<file path="config.mk">
export PLATFORM = sky130hd
export DESIGN_NAME = mpgpi_top
export DESIGN_NICKNAME = d
export VERILOG_FILES = /design/src/rtl/mpgpi_pkg.sv /design/src/rtl/mpgpi_filter.sv /design/src/rtl/mpgpi_top.sv
export VERILOG_INCLUDE_DIRS = /design/src /design/src/rtl
export SDC_FILE = /design/constraint.sdc
export NUM_CORES = 1
export LEC_CHECK = 0
export BUFFER_PORTS_ARGS = -buffer_cell sky130_fd_sc_hd__buf_2
export CAP_MARGIN = 30
export CORE_ASPECT_RATIO = 2
export CORE_MARGIN = 4
export CORE_UTILIZATION = 40
export CTS_CLUSTER_DIAMETER = 80
export DETAILED_ROUTE_END_ITERATION = 7
export GPL_TIMING_DRIVEN = 0
export HOLD_SLACK_MARGIN = 0.03
export PLACE_DENSITY_LB_ADDON = 0.05
export REMOVE_ABC_BUFFERS = 1
export SLEW_MARGIN = 10
export SYNTH_ARGS = -nofsm -noshare
export SYNTH_HDL_FRONTEND = slang
export SYNTH_SLANG_ARGS = --single-unit
</file>
<file path="constraint.sdc">
create_clock -name ref_clk_i -period 2.3 [get_ports ref_clk_i]
set_clock_uncertainty 0.15 [all_clocks]
set_input_delay 0.23 -clock ref_clk_i [delete_from_list [all_inputs] [get_ports ref_clk_i]]
set_output_delay 0.23 -clock ref_clk_i [all_outputs]
set_load 0.005 [all_outputs]
</file>
<file path="src/rtl/mpgpi_defines.svh">
// Constants for the position-detection input control block.
// Assumes inclusion by bare name from the package and the top module.
`ifndef MPGPI_DEFINES_SVH
`define MPGPI_DEFINES_SVH

// ==========================================================================
// Register addresses
`define MPGPI_ADDR_UPPER 4'h0
`define MPGPI_ADDR_LOWER 4'h1
`define MPGPI_ADDR_IRQ_STAT 4'h2
`define MPGPI_ADDR_IRQ_MASK 4'h3
`define MPGPI_ADDR_FILT_LEN 4'h4
`define MPGPI_ADDR_STATUS 4'h5

// ==========================================================================
// Field positions, upper register
`define MPGPI_UP_WTS_HI 7
`define MPGPI_UP_WTS_LO 6
`define MPGPI_UP_FLAG 5
`define MPGPI_UP_IEN 4
`define MPGPI_UP_CMP_HI 3
`define MPGPI_UP_CMP_LO 1
`define MPGPI_UP_CMPEN 0

// ==========================================================================
// Field positions, lower register
`define MPGPI_LO_POL_HI 7
`define MPGPI_LO_POL_LO 6
`define MPGPI_LO_FLT_HI 5
`define MPGPI_LO_FLT_LO 3
`define MPGPI_LO_SEE_HI 2
`define MPGPI_LO_SEE_LO 0

// ==========================================================================
// Event bits of the status and mask registers
`define MPGPI_EV_CMP 0
`define MPGPI_EV_SENSOR 1
`define MPGPI_EV_WSYNC 2
`define MPGPI_EV_W 3

// ==========================================================================
// Reset values
`define MPGPI_RST_CTRL 8'h00
`define MPGPI_RST_FLEN 2'h0

`endif

</file>
<file path="src/rtl/mpgpi_pkg.sv">
// Types shared by the position-detection input control files.
// Assumes the defines header is on the include path.
`include "mpgpi_defines.svh"

package mpgpi_pkg;

    // ======================================================================
    // Edge selection codes, used by write sync and sensor polarity
    typedef enum logic [1:0] {
        MPGPI_EDGE_NONE = 2'b00,
        MPGPI_EDGE_RISE = 2'b01,
        MPGPI_EDGE_FALL = 2'b10,
        MPGPI_EDGE_BOTH = 2'b11
    } mpgpi_edge_t;

    // Register port request
    typedef struct packed {
        logic [3:0] addr;
        logic [7:0] wdata;
        logic wr;
        logic rd;
        logic rmw;
    } mpgpi_req_t;

    // Output bank position from the output control logic
    typedef struct packed {
        logic bank_flag;
        logic [2:0] index;
    } mpgpi_bank_t;

endpackage : mpgpi_pkg

</file>
<file path="src/rtl/mpgpi_filter.sv">
// One sensor input noise canceller.
// Assumes a synchronised input on the same clock as the filter.
`timescale 1ns/1ps

module mpgpi_filter #(
    parameter int MAX_BITS = 5
) (
    // Clock and reset
    input wire logic ref_clk_i,
    input wire logic reset_i,
    // Control
    input wire logic clk_run_i,
    input wire logic [1:0] len_sel_i,
    // Data
    input wire logic raw_i,
    output logic clean_o
);
    logic [MAX_BITS-1:0] cnt_reg;
    logic clean_reg;
    logic [MAX_BITS-1:0] limit;
    logic differs;

    // Counter length n = 2 + len_sel, overflow at 2^n - 1
    assign limit = MAX_BITS'((1 << (32'(len_sel_i) + 2)) - 1);
    assign differs = raw_i != clean_reg;
    assign clean_o = clean_reg;

    // Accept a new level only once it has held until overflow
    always_ff @(posedge ref_clk_i or posedge reset_i) begin
        if (reset_i) begin
            cnt_reg <= '0;
            clean_reg <= 1'b0;
        end else if (!clk_run_i) begin
            cnt_reg <= '0; // Filtered input invalid while stopped
            clean_reg <= 1'b0;
        end else if (!differs) begin
            cnt_reg <= '0; // Short pulse rejected
        end else if (cnt_reg == limit) begin
            cnt_reg <= '0;
            clean_reg <= raw_i;
        end else begin
            cnt_reg <= cnt_reg + 1'b1;
        end
    end
endmodule : mpgpi_filter

</file>
<file path="src/rtl/mpgpi_top.sv">
// Position-detection input control: two control registers, compare
// of the output bank index, write sync edge detect, sensor filtering
// and edge detection for three sensor inputs.
// Assumes a single clock; sensor and pulse-gen pins are asynchronous,
// the bank index comes from logic on the same clock.
//
// Functional notes
// - Write sync field picks none, rising, falling or both pulse-gen edges.
// - Flag sets when bank index changes to the compare value, or on enabling compare at a match.
// - Compare interrupt is high only while enable and flag are both one.
// - Writing zero clears the flag; writing one changes nothing.
// - Read-modify-write reads return one in the flag bit.
// - Three-bit compare value in bits 3:1, every code can match.
// - Upper bit 0 enables the position compare operation.
// - Polarity field selects stop, rising, falling or both sensor edges.
// - Filter enable bits 5:3 route sensors 2:0 through their cancellers.
// - Canceller accepts a level only after an n-bit counter overflows, n 2..5.
// - Filtered input is invalid while the internal clock is stopped.
// - Bits 2 and 1 enable edge detection on sensors 2 and 1.
// - Lower bit 0 enables edge detection on sensor 0.
// - Bank index with bank flag selects the next buffer; compare watches it.
//
// The strobed register port and the register offsets were decided locally.
`timescale 1ns/1ps
`include "mpgpi_defines.svh"

module mpgpi_top #(
    parameter int SENSORS = 3,
    parameter int FILT_MAX_BITS = 5
) (
    // Clock and reset
    input wire logic ref_clk_i,
    input wire logic reset_i,
    // Register port
    input wire mpgpi_pkg::mpgpi_req_t req_i,
    output logic [7:0] rdata_o,
    // Output bank position and clock state
    input wire mpgpi_pkg::mpgpi_bank_t bank_i,
    input wire logic clk_run_i,
    // Pins
    input wire logic pulse_gen_signal_i,
    input wire logic [SENSORS-1:0] sensor_in_i,
    // Events and interrupts
    output logic write_sync_o,
    output logic posdet_o,
    output logic cmp_irq_o,
    output logic irq_o
);
    import mpgpi_pkg::*;

    // ======================================================================
    // Registers
    logic [7:0] upper_reg;
    logic [7:0] upper_next;
    logic [7:0] lower_reg;
    logic [`MPGPI_EV_W-1:0] stat_reg;
    logic [`MPGPI_EV_W-1:0] stat_next;
    logic [`MPGPI_EV_W-1:0] mask_reg;
    logic [1:0] flen_reg;
    logic [7:0] rdata_reg;
    logic write_sync_reg;
    logic posdet_reg;
    logic cmp_irq_reg;
    logic irq_reg;
    logic [2:0] idx_prev_reg;
    logic cmp_en_prev_reg;

    // ======================================================================
    // Register decode
    wire wr_upper = req_i.wr && (req_i.addr == `MPGPI_ADDR_UPPER);
    wire wr_lower = req_i.wr && (req_i.addr == `MPGPI_ADDR_LOWER);
    wire wr_stat = req_i.wr && (req_i.addr == `MPGPI_ADDR_IRQ_STAT);
    wire wr_mask = req_i.wr && (req_i.addr == `MPGPI_ADDR_IRQ_MASK);
    wire wr_flen = req_i.wr && (req_i.addr == `MPGPI_ADDR_FILT_LEN);

    // Control fields
    wire mpgpi_edge_t wsync_sel = mpgpi_edge_t'(upper_reg[`MPGPI_UP_WTS_HI:`MPGPI_UP_WTS_LO]);
    wire cmp_flag = upper_reg[`MPGPI_UP_FLAG];
    wire cmp_ien = upper_reg[`MPGPI_UP_IEN];
    wire [2:0] cmp_value = upper_reg[`MPGPI_UP_CMP_HI:`MPGPI_UP_CMP_LO];
    wire posdet_cmp_en = upper_reg[`MPGPI_UP_CMPEN];
    wire mpgpi_edge_t pol_sel = mpgpi_edge_t'(lower_reg[`MPGPI_LO_POL_HI:`MPGPI_LO_POL_LO]);
    wire [SENSORS-1:0] filt_en = lower_reg[`MPGPI_LO_FLT_HI:`MPGPI_LO_FLT_LO];
    wire [SENSORS-1:0] edge_en = lower_reg[`MPGPI_LO_SEE_HI:`MPGPI_LO_SEE_LO];

    // ======================================================================
    // Pin synchronisers
    logic pg_meta_reg;
    logic pg_sync_reg;
    logic pg_prev_reg;
    logic [SENSORS-1:0] sn_meta_reg;
    logic [SENSORS-1:0] sn_sync_reg;
    logic [SENSORS-1:0] sn_prev_reg;
    logic [SENSORS-1:0] sn_filt;
    logic [SENSORS-1:0] sn_sel;

    // Two-stage synchronisers for all asynchronous pins
    always_ff @(posedge ref_clk_i or posedge reset_i) begin
        if (reset_i) begin
            pg_meta_reg <= 1'b0;
            pg_sync_reg <= 1'b0;
            sn_meta_reg <= '0;
            sn_sync_reg <= '0;
        end else begin
            pg_meta_reg <= pulse_gen_signal_i;
            pg_sync_reg <= pg_meta_reg;
            sn_meta_reg <= sensor_in_i;
            sn_sync_reg <= sn_meta_reg;
        end
    end

    // ======================================================================
    // Noise cancellers, one per sensor
    genvar gi;
    generate
        for (gi = 0; gi < SENSORS; gi++) begin : g_filt
            mpgpi_filter #(
                .MAX_BITS(FILT_MAX_BITS)
            ) u_filt (
                .ref_clk_i(ref_clk_i),
                .reset_i(reset_i),
                .clk_run_i(clk_run_i),
                .len_sel_i(flen_reg),
                .raw_i(sn_sync_reg[gi]),
                .clean_o(sn_filt[gi])
            );
        end
    endgenerate

    // Filter route or bypass per sensor
    assign sn_sel = (filt_en & sn_filt) | (~filt_en & sn_sync_reg);

    // ======================================================================
    // Edge detection
    wire pg_rise = pg_sync_reg && !pg_prev_reg;
    wire pg_fall = !pg_sync_reg && pg_prev_reg;
    wire [SENSORS-1:0] sn_rise = sn_sel & ~sn_prev_reg;
    wire [SENSORS-1:0] sn_fall = ~sn_sel & sn_prev_reg;

    // Write sync edge select
    logic wsync_hit;
    always_comb begin
        case (wsync_sel)
            MPGPI_EDGE_NONE: wsync_hit = 1'b0;
            MPGPI_EDGE_RISE: wsync_hit = pg_rise;
            MPGPI_EDGE_FALL: wsync_hit = pg_fall;
            MPGPI_EDGE_BOTH: wsync_hit = pg_rise || pg_fall;
            default: wsync_hit = 1'b0;
        endcase
    end

    // Sensor polarity select, gated by per-sensor edge enables
    logic [SENSORS-1:0] sn_hit_raw;
    always_comb begin
        case (pol_sel)
            MPGPI_EDGE_NONE: sn_hit_raw = '0;
            MPGPI_EDGE_RISE: sn_hit_raw = sn_rise;
            MPGPI_EDGE_FALL: sn_hit_raw = sn_fall;
            MPGPI_EDGE_BOTH: sn_hit_raw = sn_rise | sn_fall;
            default: sn_hit_raw = '0;
        endcase
    end
    wire sn_hit = |(sn_hit_raw & edge_en);

    // ======================================================================
    // Compare of output bank index
    wire idx_match = bank_i.index == cmp_value;
    // Fire on entering a match, or on enabling compare while matching
    wire idx_event = (bank_i.index != idx_prev_reg) || !cmp_en_prev_reg;
    wire cmp_set = posdet_cmp_en && idx_match && idx_event;

    // Next upper register: flag set wins over a clearing write
    always_comb begin
        upper_next = upper_reg;
        if (wr_upper) begin
            upper_next = req_i.wdata;
            // Writing one keeps the flag, zero clears it
            upper_next[`MPGPI_UP_FLAG] = cmp_flag && req_i.wdata[`MPGPI_UP_FLAG];
        end
        if (cmp_set) begin
            upper_next[`MPGPI_UP_FLAG] = 1'b1;
        end
    end

    // Sticky event status, write one to clear, set wins
    wire [`MPGPI_EV_W-1:0] ev_set = {wsync_hit, sn_hit, cmp_set};
    assign stat_next = (stat_reg & ~(wr_stat ? req_i.wdata[`MPGPI_EV_W-1:0] : '0)) | ev_set;

    // ======================================================================
    // Read mux
    logic [7:0] rd_mux;
    always_comb begin
        case (req_i.addr)
            `MPGPI_ADDR_UPPER: begin
                rd_mux = upper_reg;
                if (req_i.rmw) begin
                    rd_mux[`MPGPI_UP_FLAG] = 1'b1;
                end
            end
            `MPGPI_ADDR_LOWER: rd_mux = lower_reg;
            `MPGPI_ADDR_IRQ_STAT: rd_mux = {5'h00, stat_reg};
            `MPGPI_ADDR_IRQ_MASK: rd_mux = {5'h00, mask_reg};
            `MPGPI_ADDR_FILT_LEN: rd_mux = {6'h00, flen_reg};
            `MPGPI_ADDR_STATUS: rd_mux = {4'h0, bank_i.bank_flag, sn_sel};
            default: rd_mux = 8'h00;
        endcase
    end

    // ======================================================================
    // Control registers, reset to zero
    always_ff @(posedge ref_clk_i or posedge reset_i) begin
        if (reset_i) begin
            upper_reg <= `MPGPI_RST_CTRL;
            lower_reg <= `MPGPI_RST_CTRL;
            mask_reg <= '0;
            flen_reg <= `MPGPI_RST_FLEN;
            stat_reg <= '0;
        end else begin
            upper_reg <= upper_next;
            if (wr_lower) begin
                lower_reg <= req_i.wdata;
            end
            if (wr_mask) begin
                mask_reg <= req_i.wdata[`MPGPI_EV_W-1:0];
            end
            if (wr_flen) begin
                flen_reg <= req_i.wdata[1:0];
            end
            stat_reg <= stat_next;
        end
    end

    // Edge history and compare history
    always_ff @(posedge ref_clk_i or posedge reset_i) begin
        if (reset_i) begin
            pg_prev_reg <= 1'b0;
            sn_prev_reg <= '0;
            idx_prev_reg <= 3'h0;
            cmp_en_prev_reg <= 1'b0;
        end else begin
            pg_prev_reg <= pg_sync_reg;
            sn_prev_reg <= sn_sel;
            idx_prev_reg <= bank_i.index;
            cmp_en_prev_reg <= posdet_cmp_en;
        end
    end

    // Registered outputs
    always_ff @(posedge ref_clk_i or posedge reset_i) begin
        if (reset_i) begin
            rdata_reg <= 8'h00;
            write_sync_reg <= 1'b0;
            posdet_reg <= 1'b0;
            cmp_irq_reg <= 1'b0;
            irq_reg <= 1'b0;
        end else begin
            rdata_reg <= req_i.rd ? rd_mux : 8'h00;
            write_sync_reg <= wsync_hit;
            posdet_reg <= sn_hit;
            cmp_irq_reg <= upper_next[`MPGPI_UP_IEN] && upper_next[`MPGPI_UP_FLAG];
            irq_reg <= |(stat_next & mask_reg);
        end
    end

    assign rdata_o = rdata_reg;
    assign write_sync_o = write_sync_reg;
    assign posdet_o = posdet_reg;
    assign cmp_irq_o = cmp_irq_reg;
    assign irq_o = irq_reg;
endmodule : mpgpi_top

</file>
[After elaboration in Yosys (flattened, before gate mapping)]
Cells that the tools add are included.
Storage, ports and cells
  register bits: 70
Cells by class
  bitwise gates (word level): 14
  equal/unequal tests: 25
  multiplexer cells: 26
  add/subtract/negate cells: 5
  shift-type cells: 1
  reduce and logical (&&, ||, !) cells: 24
Operators by type and width (count)
  case mux 8 bit (6 select lines): 1
  two-way mux 5 bit: 9
  << shifter 1 x 32 -> 5 bit (first input constant): 1
  bitwise AND 3 bit: 7
  adder 5 x 1 -> 5 bit (second input constant): 3
  equality test 5 bit: 3
  inequality test 2 x 1 -> 1 bit (second input constant): 6
  NOT 3 bit: 4
  case mux 3 bit (4 select lines): 1
  logical AND 1 bit: 11
  two-way mux 1 bit: 11
  OR 3 bit: 3
  equality test 2 bit (second input constant): 4
  equality test 4 x 2 -> 1 bit (second input constant): 2
  equality test 4 x 3 -> 1 bit (second input constant): 2
  two-way mux 8 bit: 1
  two-way mux 6 bit: 1
  AND reduction 2 bit: 3
  OR reduction 3 bit: 2
  subtractor 5 x 2 -> 5 bit (second input constant): 1
  equality test 2 x 1 -> 1 bit (second input constant): 2
  equality test 4 x 1 -> 1 bit (second input constant): 1
  zero test 2 bit: 2
  zero test 4 bit: 1
  other kinds (8): 13

[Longest topological paths before layout]
Gate-level depths: netlist of run 1.
  word-level depth: 12
  gate-level depth with buffers: 7
  mapped depth without buffers: 7

[Cells and area by module]
A second synthesis of run 1 with hierarchy kept.
Second synthesis, totals
  cell total of the unflattened synthesis: 282
  area, all modules: 3258.1 µm²
Modules (own cells, without submodules)
  mpgpi_top: sequential area each 1301.2 µm², cells an instance 192, area each 2323.5 µm², times used 1
  mpgpi_filter: sequential area each 150.1 µm², cells an instance 30, area each 311.5 µm², times used 3

[Worst setup path before layout of run 1]
No wires, ideal clock.
  path kind: register to register
  start point: register lower_reg[4]
  end point: register stat_reg[1]
  library setup time: 0.124 ns
  path buffers: 0
  period minus slack after synthesis: 1.955 ns
  cell stages (with the launch flop): 8
  arrival: 1.681 ns
  slack: 0.345 ns
  path through: dfrtp_1 -> mux2i_1 -> inv_1 -> ha_1 -> and2_1 -> o32ai_1 -> or3_1 -> or2_1
On the way
  word-level cells in the longest chain between the ends: 10
  elaborated cells between the ends (all ways): 12
  those cells by class: mux: 1; bitwise: 10; reduce/logical: 1
Ends and longest elaborated chain
  start: declaration: line mpgpi_top.sv:55  | logic [7:0] lower_reg;
  start signal: assignment: line mpgpi_top.sv:214  | lower_reg <= `MPGPI_RST_CTRL;
  start signal: assignment: line mpgpi_top.sv:221  | lower_reg <= req_i.wdata;
  NOT 3 bit: line mpgpi_top.sv:131  | assign sn_sel = (filt_en & sn_filt) | (~filt_en & sn_sync_reg);
  bitwise AND 3 bit: line mpgpi_top.sv:131
  OR 3 bit *: line mpgpi_top.sv:131
  net sn_sel[1]: line mpgpi_top.sv:95  | logic [SENSORS-1:0] sn_sel;
  NOT 3 bit: line mpgpi_top.sv:138  | wire [SENSORS-1:0] sn_fall = ~sn_sel & sn_prev_reg;
  bitwise AND 3 bit: line mpgpi_top.sv:138
  OR 3 bit: line mpgpi_top.sv:159  | MPGPI_EDGE_BOTH: sn_hit_raw = sn_rise | sn_fall;
  case mux 3 bit (4 select lines) *: line mpgpi_top.sv:155  | case (pol_sel)
  bitwise AND 3 bit *: line mpgpi_top.sv:163  | wire sn_hit = |(sn_hit_raw & edge_en);
  OR reduction 3 bit *: line mpgpi_top.sv:163
  net sn_hit: line mpgpi_top.sv:163
  OR 3 bit *: line mpgpi_top.sv:187  | assign stat_next = (stat_reg & ~(wr_stat ? req_i.wdata[`MPGPI_EV_W-1:0] : '0)) | ev_set;
  net stat_next[1]: line mpgpi_top.sv:57  | logic [`MPGPI_EV_W-1:0] stat_next;
  end signal: assignment: line mpgpi_top.sv:229  | stat_reg <= stat_next;
  end: declaration: line mpgpi_top.sv:56  | logic [`MPGPI_EV_W-1:0] stat_reg;
The timed path passes the listed nets; every way through them passes the cells marked *.
A chain may end at the register's enable or synchronous reset.

[Worst setup path in the final report of run 1]
Same ends and word-level chain as after synthesis.

==> Implementation_results.wiki, run 1 <==
{| class="wikitable"
! Metric !! Value
|-
| Setup slack, reg-to-reg || 0.1 ns
|-
| Number of antenna violations at the first check in global routing || 0
|-
| CP startpoint kind || register
|-
| Worst path cell trace || mux2i_2, inv_1, ha_1, and2_1, o32ai_1, or3_1, or2_1
|-
| Routed via count divided by cell count || 5.08
|-
| Die span in y || 135 um
|-
| Worst Path Arrival || 2.26 ns
|-
| Final HPWL DP || 5210 um
|-
| Reg-to-Reg Start || lower_reg[4]
|-
| Maximum count of clock buffers along a single path || 2
|-
| Top-level port count || 38
|-
| Starting density of the core || 40.9%
|-
| Count of TritonRoute iterations in the first routing pass || 4
|-
| Worst-margin pin slew || 0.450 ns
|-
| Count of flip-flops with a built-in enable after synthesis || 0
|-
| Via count || 2215
|-
| Total inserted antenna cells || 0
|-
| Layout Nets || 372
|-
| Post-CTS setup buffer count || 0
|-
| Maximum number of pins on one net before global-route repair || 38
|-
| Total of buffers placed on input and output ports || 37
|-
| Power, Total || 3.42 mW
|-
| Die Width || 71.7 um
|-
| Worst Path Buf+Inv || 1
|-
| Status || complete, no violations
|-
| Number of distinct library cell variants in the gate-level netlist after synthesis || 46
|-
| Number of buffers created by CTS || 9
|-
| Fraction of final layout cells sized beyond drive strength 1 || 26.2%
|-
| Flip-flop and latch count after synthesis || 70
|-
| Depth of the most critical reg-to-reg path || 7
|-
| Global Route Usage Sum || 15.8%
|-
| Row cnt || 46
|-
| Dominant delay contributor by cell family on the critical path || simple AND/OR/NAND/NOR gates
|-
| Number of global-route vias before repair || 2296
|-
| Count of final hold-check violations || 0
|-
| Period Utilization, post-route || 95.7%
|-
| Overall overflow remaining after global route || 0
|-
| Crit path largest cell delay || 0.38 ns
|-
| Post-route minimum period || 2.20 ns
|-
| Sinks on the clock net || 70
|-
| Total Die Area || 0.00971 mm^2
|-
| Total count of max-transition violations in the final report || 0
|-
| CTS tree || yes
|-
| Beginning of the critical path || lower_reg[4]
|-
| Setup Viol. Count Final || 0
|-
| Final standard cell utilization of the core || 50.2%
|-
| Power per cell area || 859 mW/mm^2
|-
| WP depth || 7
|-
| Std-Cell Core Area || 0.00794 mm^2
|-
| Highest Clock Rate || 454 MHz
|-
| Final weighted congestion in routability-driven placement || 0.745
|-
| Number of flip-flops under the largest register name || 15
|-
| Crit-path slowest cell || sky130_fd_sc_hd__dfrtp_1
|-
| DRT antenna net count || 0
|-
| DP Worst Slack || 0.0570 ns
|-
| Worst rel slew slack || 70.0%
|-
| Main synth FF type || sky130_fd_sc_hd__dfrtp_1
|-
| PnR worst setup slack || 0.0982 ns
|-
| Seq/Total Area, Yosys || 53.9%
|-
| Count of mapped cells out of synthesis || 279
|-
| Total of max-cap violations || 0
|-
| Leakage Power || 1.87 nW
|-
| Endpoint class of the critical path || register
|-
| Root Driver || sky130_fd_sc_hd__clkbuf_16
|-
| Async set-reset flop share out of synthesis || 100%
|-
| Unrepaired setup endpoints after global routing || false
|-
| Routed WL || 7000 um
|-
| Number of filler cells placed in the layout || 717
|-
| Drt initial violations || 100
|-
| Hold path cells || 3
|-
| WL per Instance || 16.1 um
|-
| Mean area per synthesized cell || 11.6 um^2
|-
| Maximum VDD drop || 492 uV
|-
| Warnings from Yosys || 0
|-
| Sum Neg Setup Slack || 0 ns
|-
| Critical setup path kind || reg -> reg
|-
| Worst Min Path Start || bank_i[3]
|-
| CTS H-tree depth || 3
|-
| Kind of path behind the tightest hold check || in -> reg
|-
| Wire length of the first global-routing pass || 11400 um
|-
| Clock latency at the later pin of the worst-skew pair || 0.33 ns
|-
| DRC violations left || 0
|-
| Required @ worst endpoint || 2.36 ns
|-
| Combined area of all synthesized cells || 0.00325 mm^2
|-
| Relative area change from synthesis to final layout || 22.7%
|-
| Maximum net fanout on the critical path || 3
|-
| Clock transition at the register clock pins on the worst setup and hold paths after CTS || 0.05 ns
|}
cell families (layout without fill, tap and decap cells):
group                    after synthesis  after routing  share of synthesized area [%]
AO/OA/AOI/OAI                         30             30                           6.78
XOR/XNOR                              21             21                           5.66
adder cells (fa/ha/maj)               11             11                           4.24
buffers and inverters                 27             88                           3.54
flip-flops                            70             70                           53.9
multiplexers                          32             32                           11.6
AND/OR/NAND/NOR                       88             88                           14.2
synth_stat cells, types with 7 or more instances:
library cell | instances | area (um^2)
sky130_fd_sc_hd__mux2_2 | 22 | 248
sky130_fd_sc_hd__nand3_1 | 10 | 50.1
sky130_fd_sc_hd__xnor2_1 | 12 | 105
sky130_fd_sc_hd__a21oi_1 | 8 | 40.0
sky130_fd_sc_hd__ha_1 | 11 | 138
sky130_fd_sc_hd__inv_1 | 21 | 78.8
sky130_fd_sc_hd__xor2_1 | 9 | 78.8
sky130_fd_sc_hd__nor2_1 | 36 | 135
sky130_fd_sc_hd__nand2_1 | 9 | 33.8
sky130_fd_sc_hd__nand4_1 | 7 | 43.8
sky130_fd_sc_hd__mux2i_1 | 7 | 70.1
sky130_fd_sc_hd__dfrtp_1 | 70 | 1750
what timing repair did:
| action | in CTS | in global routing |
|---|---|---|
| gates resized for setup | 0 | 3 |
| endpoints found under the setup margin | 0 | 2 |
| hold buffers | 13 | 0 |
| hold endpoints to repair | 50 | 0 |
area by class of cell:
| class | instances | area [um^2] | share of cell area (%) |
|---|---|---|---|
| Multi-Input combinational cell | 182 | 1400 | 35.0 |
| Tap cell | 96 | 120 | 3.01 |
| Clock buffer | 12 | 256 | 6.43 |
| Sequential cell | 70 | 1750 | 43.9 |
| Clock inverter | 4 | 45.0 | 1.13 |
| Timing Repair Buffer | 51 | 335 | 8.41 |
| Inverter | 21 | 81.3 | 2.04 |
power by group:
group / switching, mW / internal [mW] / total (mW)
sequential: 0.153 / 1.39 / 1.55
clock: 0.490 / 0.892 / 1.38
combinational: 0.225 / 0.270 / 0.495
stage by stage:
| stage | hold WS [ns] | area, um^2 | instances |
|---|---|---|---|
| CTS | 0.0414 | 3970 | 436 |
| global placement | 0.188 | 3520 | 406 |
| detailed placement | 0.126 | 3540 | 407 |
| floorplan | 0.111 | 3210 | 273 |
| global route | 0.0496 | 3990 | 436 |
| finish | 0.0477 | 3990 | 436 |
worst register-to-register path: stages, from the launching register on:
cell	delay, ns
sky130_fd_sc_hd__dfrtp_1	0.38
sky130_fd_sc_hd__mux2i_2	0.34
sky130_fd_sc_hd__inv_1	0.11
sky130_fd_sc_hd__ha_1	0.28
sky130_fd_sc_hd__and2_1	0.12
sky130_fd_sc_hd__o32ai_1	0.10
sky130_fd_sc_hd__or3_1	0.38
sky130_fd_sc_hd__or2_1	0.23
final timing paths:
path	endpoint
max in group asynchronous	g_filt[1].u_filt.cnt_reg[3]
min in group asynchronous	g_filt[0].u_filt.cnt_reg[2]
max	stat_reg[1]
min reg2reg	sn_sync_reg[1]
max reg2reg	stat_reg[1]
min	rdata_o[3]
cell usage in the layout, fill, tap and decap left out, types with 10 or more instances in the layout:
cell type | synthesis | routed
sky130_fd_sc_hd__xnor2_1 | 12 | 12
sky130_fd_sc_hd__dlygate4sd3_1 | 0 | 13
sky130_fd_sc_hd__buf_2 | 5 | 37
sky130_fd_sc_hd__dfrtp_1 | 70 | 70
sky130_fd_sc_hd__inv_1 | 21 | 20
sky130_fd_sc_hd__nor2_1 | 36 | 36
sky130_fd_sc_hd__ha_1 | 11 | 11
sky130_fd_sc_hd__nand3_1 | 10 | 10
sky130_fd_sc_hd__mux2_2 | 22 | 22
metal layers:
layer / up-vias / track usage (%) / wire [um]
met5: - / 0 / 0
met4: 0 / 7.32 / 182
met3: 10 / 3.86 / 184
met2: 29 / 28.2 / 3910
met1: 1092 / 17.0 / 2730
li1: 1084 / - / -
No activity file was read; power rests on OpenSTA's default activity.
==> run 2, diff against run 1 <==
CORE_UTILIZATION = 35   (was 40)
SLEW_MARGIN = unset   (was 10)
==> run 2 against run 1 <==
Effect of this change: critical path type unchanged; first-iteration DRC count is 22% lower; register-to-register slack hardly changed; maximum frequency is 0.63% higher; sequential power hardly changed; total power is 1.6% lower; clock-buffer cell count is 1 lower; critical endpoint unchanged; final cell count is 1.4% higher.
==> Implementation_results.wiki, run 2 (synthesis results as in run 1) <==
{| class="wikitable"
! Metric !! Value
|-
| Status || complete, no violations
|-
| Routed WL || 7270 um
|-
| Global Route Usage Sum || 14.5%
|-
| Worst rel slew slack || 72.7%
|-
| Top-level port count || 38
|-
| Total count of max-transition violations in the final report || 0
|-
| Maximum number of pins on one net before global-route repair || 64
|-
| Power per cell area || 845 mW/mm^2
|-
| Die span in y || 144 um
|-
| Period Utilization, post-route || 95.1%
|-
| Via count || 2202
|-
| Post-route cell area || 0.00399 mm^2
|-
| Relative area change from synthesis to final layout || 22.8%
|-
| Post-route minimum period || 2.19 ns
|-
| Layout Nets || 372
|-
| DRT antenna net count || 0
|-
| Final weighted congestion in routability-driven placement || 0.730
|-
| DRC violations left || 0
|-
| Std-Cell Core Area || 0.00901 mm^2
|-
| CTS H-tree depth || 3
|-
| Total inserted antenna cells || 0
|-
| Critical setup path kind || reg -> reg
|-
| Overall overflow remaining after global route || 0
|-
| Leakage Power || 1.86 nW
|-
| Count of TritonRoute iterations in the first routing pass || 4
|-
| Number of global-route vias before repair || 2383
|-
| Placed standard-cell area || 0.00355 mm^2
|-
| Number of flip-flops under the largest register name || 15
|-
| Fraction of final layout cells sized beyond drive strength 1 || 25.6%
|-
| CP startpoint kind || register
|-
| Clock latency at the later pin of the worst-skew pair || 0.33 ns
|-
| Worst Path Arrival || 2.25 ns
|-
| Die Width || 76.1 um
|-
| Count of final hold-check violations || 0
|-
| PnR worst setup slack || 0.112 ns
|-
| Total of buffers placed on input and output ports || 37
|-
| Number of antenna violations at the first check in global routing || 0
|-
| Number of buffers created by CTS || 9
|-
| Setup Viol. Count Final || 0
|-
| Number of filler cells placed in the layout || 876
|-
| Sinks on the clock net || 70
|-
| Kind of path behind the tightest hold check || in -> reg
|-
| WL per Instance || 16.4 um
|-
| Worst-margin pin slew || 0.409 ns
|-
| Final non-filler cell total || 442
|-
| Total Die Area || 0.0110 mm^2
|-
| Most frequent standard cell in the layout excluding fill and tap cells || sky130_fd_sc_hd__dfrtp_1
|-
| Setup slack, reg-to-reg || 0.11 ns
|-
| Final HPWL DP || 5340 um
|-
| Power, Total || 3.37 mW
|-
| Starting density of the core || 36.0%
|-
| Wire length of the first global-routing pass || 12200 um
|-
| Clock transition at the register clock pins on the worst setup and hold paths after CTS || 0.06 ns
|-
| Maximum net fanout on the critical path || 3
|-
| CTS tree || yes
|-
| Endpoint class of the critical path || register
|-
| Unrepaired setup endpoints after global routing || false
|-
| Root Driver || sky130_fd_sc_hd__clkbuf_16
|-
| Total of max-cap violations || 0
|-
| Row cnt || 49
|-
| Drt initial violations || 78
|-
| Number of placed instances, taps included || 413
|-
| Highest Clock Rate || 457 MHz
|-
| Routed via count divided by cell count || 4.98
|-
| Required @ worst endpoint || 2.36 ns
|-
| Maximum VDD drop || 446 uV
|-
| Maximum count of clock buffers along a single path || 2
|-
| DP Worst Slack || 0.00565 ns
|-
| Commonest cells after routing, fill and taps aside || sky130_fd_sc_hd__dfrtp_1, sky130_fd_sc_hd__buf_2, sky130_fd_sc_hd__nor2_1
|}
[run 2: report_power, final]
group | internal (mW) | switching [mW]
combinational | 0.273 | 0.227
sequential | 1.39 | 0.153
clock | 0.832 | 0.492
total | 2.50 | 0.872
[run 2: cell type report]
type                       instances  area [um^2]  area share [%]
clock buffer                      11          233            5.84
clock inverter                     5         50.0            1.26
inverter                          21         81.3            2.04
multi-input combinational        182         1400            35.1
sequential                        70         1750            43.9
tap                              102          128            3.20
timing repair buffer              51          343            8.60
[run 2: path summary, 6_finish.rpt]
check                                from              to  cells after the start
setup reg to reg             lower_reg[3]     stat_reg[1]                      7
hold / removal                   req_i[5]    lower_reg[2]                      2
hold reg to reg            sn_meta_reg[2]  sn_sync_reg[2]                      0
max in group asynchronous         reset_i  sn_prev_reg[1]                      4
min in group asynchronous         reset_i  sn_meta_reg[0]                      3
setup / recovery             lower_reg[3]     stat_reg[1]                      7
[run 2: timing repair]
action,in CTS,in global routing
hold endpoints to repair,87,0
hold buffers,13,0
buffers inserted,0,0
gates resized for setup,1,2
setup endpoints to repair,1,1
[run 2: per-stage QoR]
| stage | utilization (%) | hold WS, ns | setup TNS, ns |
|---|---|---|---|
| finish | 44.2 | 0.0580 | 0 |
| floorplan | - | 0.111 | 0 |
| CTS | 44.1 | 0.0491 | 0 |
| global route | 44.2 | 0.0534 | 0 |
| detailed placement | 39.4 | -0.0146 | 0 |
| global placement | 39.1 | 0.189 | -58.51 |
[run 2: layer usage]
metal / track usage [%] / vias to the layer above / share of wire, % / routed length [um]
li1: - / 1077 / - / -
met1: 14.8 / 1096 / 38 / 2770
met2: 27.6 / 22 / 58 / 4210
met3: 3.74 / 7 / 2.4 / 178
met4: 6.18 / 0 / 1.5 / 112
met5: 0 / - / 0 / 0
[run 2: critical path, cell delays in order (launching register included)]
cell and delay [ns]:
sky130_fd_sc_hd__dfrtp_1 0.38, sky130_fd_sc_hd__mux2i_1 0.35, sky130_fd_sc_hd__inv_1 0.11, sky130_fd_sc_hd__ha_1 0.29, sky130_fd_sc_hd__nand2b_1 0.10, sky130_fd_sc_hd__a311oi_1 0.12, sky130_fd_sc_hd__or3_1 0.35, sky130_fd_sc_hd__or2_1 0.23
